==> config.mk <==
export PLATFORM = sky130hd
export DESIGN_NAME = temperature_conversion_result
export DESIGN_NICKNAME = d
export VERILOG_FILES = /design/src/temp_result_pkg.sv /design/src/sample_if.sv /design/src/sample_averager.sv /design/src/temperature_conversion_result.sv
export VERILOG_INCLUDE_DIRS = /design/src /design/src/src
export SDC_FILE = /design/constraint.sdc
export NUM_CORES = 1
export LEC_CHECK = 0
export ABC_CLOCK_PERIOD_IN_PS = 3090
export BUFFER_PORTS_ARGS = -buffer_cell sky130_fd_sc_hd__buf_2
export CAP_MARGIN = 15
export CORE_MARGIN = 8
export CORE_UTILIZATION = 59
export CTS_CLUSTER_DIAMETER = 30
export CTS_CLUSTER_SIZE = 16
export DETAILED_ROUTE_END_ITERATION = 8
export PLACE_DENSITY = 0.8
export SLEW_MARGIN = 10
export SYNTH_ARGS = -nofsm -noshare
export SYNTH_HDL_FRONTEND = slang
export SYNTH_SLANG_ARGS = --single-unit
==> constraint.sdc <==
create_clock -name clock -period 3.09 [get_ports clock]
set_input_delay 0.309 -clock clock [delete_from_list [all_inputs] [get_ports clock]]
set_output_delay 0.309 -clock clock [all_outputs]
set_load 0.05 [all_outputs]
==> src/temp_result_defines.svh <==
// Offsets, reset values and timing counts for the temperature result block
`ifndef TEMP_RESULT_DEFINES_SVH
`define TEMP_RESULT_DEFINES_SVH

`define CLOCK_HZ 20000000
`define STARTUP_TIME_US 1500
`define STARTUP_CYCLES ((`STARTUP_TIME_US * (`CLOCK_HZ / 1000000)))
`define SAMPLE_BITS 11
`define AVERAGE_COUNT 32
`define AVERAGE_SHIFT 5
`define RESULT_RESET 11'h400
`define FRAC_LOCAL_LSB 5
`define FRAC_REMOTE_LSB 2

`endif

==> src/temp_result_pkg.sv <==
// Types shared by the temperature result block
`default_nettype none
package temp_result_pkg;
    typedef enum logic [1:0] {StStartup, StIdle, StRun} run_state_t;
    typedef enum logic [1:0] {RdFraction, RdLocalUpper, RdRemoteUpper} read_sel_t;
endpackage
`default_nettype wire

==> src/sample_if.sv <==
// Carries one channel's raw sample handshake to the averager
`default_nettype none
interface sample_if;
    logic valid;
    logic [10:0] data;
    logic resultValid;
    logic [10:0] result;
    modport source (output valid, output data, input resultValid, input result);
    modport filter (input valid, input data, output resultValid, output result);
endinterface
`default_nettype wire

==> src/sample_averager.sv <==
// Averages a fixed number of signed samples for one channel
`include "temp_result_defines.svh"
`default_nettype none
module sample_averager #(
    parameter int COUNT = `AVERAGE_COUNT,
    parameter int SHIFT = `AVERAGE_SHIFT
) (
    input wire logic clock,
    input wire logic rst,
    input wire logic clear,
    sample_if.filter port
);
    logic signed [16:0] sum;
    logic [5:0] taken;
    logic signed [16:0] total;

    assign total = sum + 17'(signed'(port.data));

    // ------------------------------------------------------------
    // Accumulation
    // ------------------------------------------------------------
    // Average of 32 samples
    always_ff @(posedge clock)
    begin
        if (rst || clear)
        begin
            sum <= '0;
            taken <= '0;
            port.resultValid <= 1'b0;
            port.result <= `RESULT_RESET;
        end
        else
        begin
            port.resultValid <= 1'b0;
            if (port.valid)
            begin
                if (taken == 6'(COUNT - 1))
                begin
                    port.result <= 11'(total >>> SHIFT);
                    port.resultValid <= 1'b1;
                    sum <= '0;
                    taken <= '0;
                end
                else
                begin
                    sum <= total;
                    taken <= taken + 6'h01;
                end
            end
        end
    end

    avg_count_a: assert property (@(posedge clock) disable iff (rst)
        port.resultValid |-> $past(taken) == 6'(COUNT - 1) && $past(port.valid))
        else $error("average ended with wrong sample count");
endmodule
`default_nettype wire

==> src/temperature_conversion_result.sv <==
// Temperature result storage, averaging and freeze logic
`include "temp_result_defines.svh"
`default_nettype none
module temperature_conversion_result #(
    parameter int STARTUP_CYCLES = `STARTUP_CYCLES
) (
    input wire logic clock,
    input wire logic rst,
    input wire logic softReset,
    input wire logic runEnable,
    input wire logic localValid,
    input wire logic [10:0] localSample,
    input wire logic remoteValid,
    input wire logic [10:0] remoteSample,
    input wire logic readStrobe,
    input wire logic [1:0] readSelect,
    output logic [7:0] readData,
    output logic readDataValid,
    output logic busReady,
    output logic converting,
    output logic [7:0] local_temperature_upper_byte,
    output logic [7:0] remote_temperature_upper_byte,
    output logic [7:0] temperature_fraction_byte
);
    temp_result_pkg::run_state_t state;
    logic [20:0] startupCount;
    logic frozen;
    logic [10:0] localResult;
    logic [10:0] remoteResult;
    logic [10:0] pendLocal;
    logic [10:0] pendRemote;
    logic pendLocalValid;
    logic pendRemoteValid;
    logic running;
    logic busOpen;
    logic readFrac;
    logic readRemote;

    sample_if localIf ();
    sample_if remoteIf ();

    function automatic logic [7:0] fraction_byte(input logic [10:0] loc, input logic [10:0] rem);
        fraction_byte = 8'h00;
        fraction_byte[`FRAC_LOCAL_LSB +: 3] = loc[2:0];
        fraction_byte[`FRAC_REMOTE_LSB +: 3] = rem[2:0];
    endfunction

    // ------------------------------------------------------------
    // Run control
    // ------------------------------------------------------------
    assign running = state == temp_result_pkg::StRun;
    assign busOpen = state != temp_result_pkg::StStartup;
    assign readFrac = busOpen && readStrobe && readSelect == 2'(temp_result_pkg::RdFraction);
    assign readRemote = busOpen && readStrobe && readSelect == 2'(temp_result_pkg::RdRemoteUpper);

    assign localIf.valid = running && localValid;
    assign localIf.data = localSample;
    assign remoteIf.valid = running && remoteValid;
    assign remoteIf.data = remoteSample;

    always_ff @(posedge clock)
    begin
        if (rst || softReset)
        begin
            state <= temp_result_pkg::StStartup;
            startupCount <= '0;
        end
        else
        begin
            case (state)
                temp_result_pkg::StStartup:
                begin
                    if (startupCount == 21'(STARTUP_CYCLES - 1))
                        state <= temp_result_pkg::StIdle;
                    else
                        startupCount <= startupCount + 21'h000001;
                end
                temp_result_pkg::StIdle:
                    if (runEnable)
                        state <= temp_result_pkg::StRun;
                default:
                    if (!runEnable)
                        state <= temp_result_pkg::StIdle;
            endcase
        end
    end

    sample_averager localAvg (
        .clock(clock),
        .rst(rst),
        .clear(softReset),
        .port(localIf)
    );
    sample_averager remoteAvg (
        .clock(clock),
        .rst(rst),
        .clear(softReset),
        .port(remoteIf)
    );

    // ------------------------------------------------------------
    // Result storage and read freeze
    // ------------------------------------------------------------
    // Freeze window
    always_ff @(posedge clock)
    begin
        if (rst || softReset)
            frozen <= 1'b0;
        else if (readFrac)
            frozen <= 1'b1;
        else if (readRemote)
            frozen <= 1'b0;
    end

    // Overwrite with newest average, held while frozen
    always_ff @(posedge clock)
    begin
        if (rst || softReset)
        begin
            localResult <= `RESULT_RESET;
            remoteResult <= `RESULT_RESET;
            pendLocal <= `RESULT_RESET;
            pendRemote <= `RESULT_RESET;
            pendLocalValid <= 1'b0;
            pendRemoteValid <= 1'b0;
        end
        else
        begin
            if (localIf.resultValid)
            begin
                pendLocal <= localIf.result;
                pendLocalValid <= 1'b1;
            end
            else if (!frozen && pendLocalValid)
            begin
                localResult <= pendLocal;
                pendLocalValid <= 1'b0;
            end
            if (remoteIf.resultValid)
            begin
                pendRemote <= remoteIf.result;
                pendRemoteValid <= 1'b1;
            end
            else if (!frozen && pendRemoteValid)
            begin
                remoteResult <= pendRemote;
                pendRemoteValid <= 1'b0;
            end
        end
    end

    always_ff @(posedge clock)
    begin
        if (rst)
        begin
            local_temperature_upper_byte <= 8'h80;
            remote_temperature_upper_byte <= 8'h80;
            temperature_fraction_byte <= 8'h00;
            busReady <= 1'b0;
            converting <= 1'b0;
        end
        else
        begin
            local_temperature_upper_byte <= localResult[10:3];
            remote_temperature_upper_byte <= remoteResult[10:3];
            temperature_fraction_byte <= fraction_byte(localResult, remoteResult);
            busReady <= busOpen && !softReset;
            converting <= running;
        end
    end

    always_ff @(posedge clock)
    begin
        if (rst)
        begin
            readData <= 8'h00;
            readDataValid <= 1'b0;
        end
        else
        begin
            readDataValid <= busOpen && readStrobe && readSelect != 2'h3;
            if (readSelect == 2'(temp_result_pkg::RdLocalUpper))
                readData <= localResult[10:3];
            else if (readSelect == 2'(temp_result_pkg::RdRemoteUpper))
                readData <= remoteResult[10:3];
            else if (readSelect == 2'(temp_result_pkg::RdFraction))
                readData <= fraction_byte(localResult, remoteResult);
            else
                readData <= 8'h00;
        end
    end

    // ------------------------------------------------------------
    // Checks
    // ------------------------------------------------------------
    freeze_hold_a: assert property (@(posedge clock) disable iff (rst || softReset)
        frozen && !$past(softReset) |=> $stable(localResult) && $stable(remoteResult))
        else $error("result changed while frozen");
    halt_hold_a: assert property (@(posedge clock) disable iff (rst || softReset)
        !running && !localIf.resultValid |=> !localIf.resultValid)
        else $error("averager produced while halted");
    bus_ignore_a: assert property (@(posedge clock) disable iff (rst)
        state == temp_result_pkg::StStartup |=> !readDataValid)
        else $error("read answered during startup");
    upper_split_a: assert property (@(posedge clock) disable iff (rst || softReset)
        1'b1 |=> local_temperature_upper_byte == $past(localResult[10:3]))
        else $error("upper byte mismatch");
    reset_code_a: assert property (@(posedge clock)
        $past(rst) |-> localResult == 11'h400 && remoteResult == 11'h400)
        else $error("result reset code wrong");
    update_newest_a: assert property (@(posedge clock) disable iff (rst || softReset)
        !frozen && pendLocalValid && !localIf.resultValid |=> localResult == $past(pendLocal))
        else $error("newest average not stored");
    run_gate_a: assert property (@(posedge clock) disable iff (rst || softReset)
        !runEnable ##1 !runEnable |-> !running)
        else $error("running with run bit clear");
    frac_split_a: assert property (@(posedge clock) disable iff (rst || softReset)
        1'b1 |=> temperature_fraction_byte[7:5] == $past(localResult[2:0]))
        else $error("fraction byte mismatch");
endmodule
`default_nettype wire

==> metrics <==
status=complete, no violations; CTS tree=built; MaxCap Viol Count=0; post-cts hold buffer count=0; row cnt=slightly above 40; fillers=978; post-synthesis cell area=7460 µm²; crit path DAT=3.13 ns; Setup Fix Bufs, Post-CTS=0; Worst-Margin Slew=0.834 ns; Seq/Total Area, Yosys=around 46%; Setup crit end kind=flip-flop; port buffer count=63; all-layer global routing usage=20.1%; CTS Buf Count=17; Worst Path Max Fanout=3; async set-or-reset flop fraction in the synthesized netlist=0%; core area=12500 µm²; Post-synth top flop=dfxtp_1; fin area=8500 µm²; Slew Limit Fails=0; initial antenna violation count=1; Period Utilization, post-route=89.8%; Hold Crit Class=in2reg; Layout Utilization=68.2%; Unique masters post-synth=just under 60; leak pwr=3.35 nW; largest net degree at the start of global routing=39; CTS Root Buffer Type=clkbuf_16; Starting Density=59.8%; WHS=0.109 ns; global route overflow=0; routed wire length=15900 µm; vias per cell=5.59; RSZ-0062 raised after global routing=no; Pre-antenna DRT Iters=5; global-route wire length before repair=27100 µm; Clock Pin Slew Worst Setup and Hold Paths=around 0.060 ns; nets=921; number of synthesized flops with an enable pin=0; pre-CTS worst setup slack=approximately 0.23 ns; Max rail drop VDD=0.441 mV; clock latency on the worst-skew pair=0.42 ns; vias in the first global route=5814; CTS H-tree lvls=4; Rel. slew slack=around 44%; area delta synth->final=13.9%; Die X-Extent=128 µm; routed length per instance=15.3 µm; required time of the critical path=approximately 3.4 ns; I/O Pins=66; # resized after CTS=0; highest clock rate=361 MHz; via count=5812; setup ws final=between 0.3 and 0.4 ns; final hold vios=0; Setup Skew=~0.0054 ns; post-layout minimum cycle time=2.77 ns; Routability Congestion=0.917; Die Ht=~130 µm; register area=3420 µm²; Post-Syn Instances=799; layout cell share with drive strength beyond 1=14.2%; count of final setup violators=0; CP startpoint kind=flip-flop; Power Density=524 nW/µm²; Post-DP Area=approximately 8000 µm²; CTS Buffer Depth=2; dpl hpwl=approximately 12000 µm; Seq cells post-synth=171; clk sink count=171; DIE AREA=16500 µm²; Residual DRC=0; Post-DRT Antenna Nets=0; initial DRC count=roughly 450; final setup TNS=0 ns; area occupied by multi-input gates=3880 µm²; CP Class=reg2reg; Ys Warns=0; mean area per synthesized cell=a little over 9 µm²
[stage by stage]
step / power (mW) / instances
finish: 4.45 / 1040
global route: 4.61 / 1040
CTS: 4.48 / 1039
detailed placement: 2.43 / 1008
global placement: 2.42 / 1008
floorplan: 2.37 / 800
[worst paths after layout]
| check | from | to | slack [ns] | cells after the start |
|---|---|---|---|---|
| worst max-delay path | remoteAvg.sum[0] | remoteAvg.port.result[9] | 0.32 | 9 |
| worst min-delay path | runEnable | state[1] | 0.11 | 2 |
| worst max register to register | remoteAvg.sum[0] | remoteAvg.port.result[9] | 0.32 | 9 |
| worst min register to register | localAvg.port.result[0] | localAvg.port.result[0] | 0.46 | 2 |
[cell type report]
| class | count | share of cell area, % |
|---|---|---|
| sequential | 171 | 40.3 |
| clock inverter | 13 | 1.69 |
| multi-input combinational | 591 | 45.7 |
| clock buffer | 18 | 5.17 |
| inverter | 2 | 0.0883 |
| tap | 172 | 2.53 |
| antenna | 1 | 0.0294 |
| timing repair buffer | 72 | 4.51 |
[kinds of logic after synthesis]
family / share of synthesized area, %
and+or+nand+nor: 19.2
DFF: 45.9
AOI/OAI and AO/OA: 13.2
xor gates and xnor gates: 6.22
muxes: 7.11
buffers and inverters: 2.25
adders and majority gates: 6.07
other: 0.0503
[flip-flops by register name (all words and copies together), names as in the netlist, 2 cells and up]
signal                         count
remote_temperature_upper_byte      8
remoteAvg.port.result             11
localResult                       11
pendLocal                         11
pendRemote                        11
remoteAvg.sum                     16
localAvg.port.result              11
startupCount                      21
state                              2
localAvg.sum                      16
remoteAvg.taken                    6
local_temperature_upper_byte       8
remoteResult                      11
temperature_fraction_byte          6
localAvg.taken                     6
readData                           8
[cells in the mapped netlist (3+ instances only)]
| cell type | instances | share of area, % |
|---|---|---|
| mux2i_1 | 53 | 7.1 |
| clkbuf_1 | 30 | 1.5 |
| o21a_1 | 4 | 0.40 |
| nor3_1 | 12 | 0.81 |
| nand3_1 | 21 | 1.4 |
| xnor2_1 | 18 | 2.1 |
| nand2_1 | 62 | 3.1 |
| o21bai_1 | 3 | 0.30 |
| nor3b_1 | 3 | 0.30 |
| a22o_1 | 24 | 2.8 |
| a21oi_1 | 52 | 3.5 |
| nand4_1 | 14 | 1.2 |
| nor4_1 | 4 | 0.34 |
| and2_1 | 4 | 0.34 |
| nor2_1 | 130 | 6.5 |
| ha_1 | 33 | 5.5 |
| a22oi_1 | 6 | 0.60 |
| and4_1 | 3 | 0.35 |
| xor2_1 | 35 | 4.1 |
| a211oi_1 | 10 | 1.0 |
| or2_2 | 6 | 0.50 |
| a21o_1 | 12 | 1.2 |
| dfxtp_1 | 171 | 46 |
| o211ai_1 | 3 | 0.30 |
| o21ai_0 | 16 | 1.1 |
| nor2b_1 | 27 | 2.3 |
[critical path, cell delays in order, from the launching register on]
cell      delay [ns]
dfxtp_1         0.32
ha_1            0.22
fa_1            0.44
a211oi_1        0.34
o21bai_1        0.18
a221oi_1        0.54
o21ai_0         0.22
xor2_1          0.23
nand2_1         0.08
a21oi_1         0.15
[per-layer routing]
layer  global-route usage [%]  wire [µm]  vias up
li1                         -          -     2925
met5                        0          0        -
met1                     23.8       7140     2756
met2                     34.7       7870      110
met4                     8.53        243        0
met3                     4.26        690       21
[power breakdown]
group	switching [mW]	total, mW	internal, mW
sequential	0.00156	2.21	2.21
clock	0.863	2.07	1.21
combinational	0.114	0.170	0.0563
total	0.978	4.45	3.47
[cell usage in the layout, fill, tap and decap left out, types with 14 or more instances in the layout]
| cell type | n |
|---|---|
| a21oi_1 | 52 |
| a22o_1 | 24 |
| buf_2 | 63 |
| clkbuf_16 | 17 |
| dfxtp_1 | 171 |
| ha_1 | 33 |
| mux2i_1 | 53 |
| nand2_1 | 62 |
| nand3_1 | 21 |
| nand4_1 | 14 |
| nor2_1 | 130 |
| nor2b_1 | 27 |
| o21ai_0 | 16 |
| xnor2_1 | 18 |
| xor2_1 | 35 |
(Power assumes the default switching activity.)
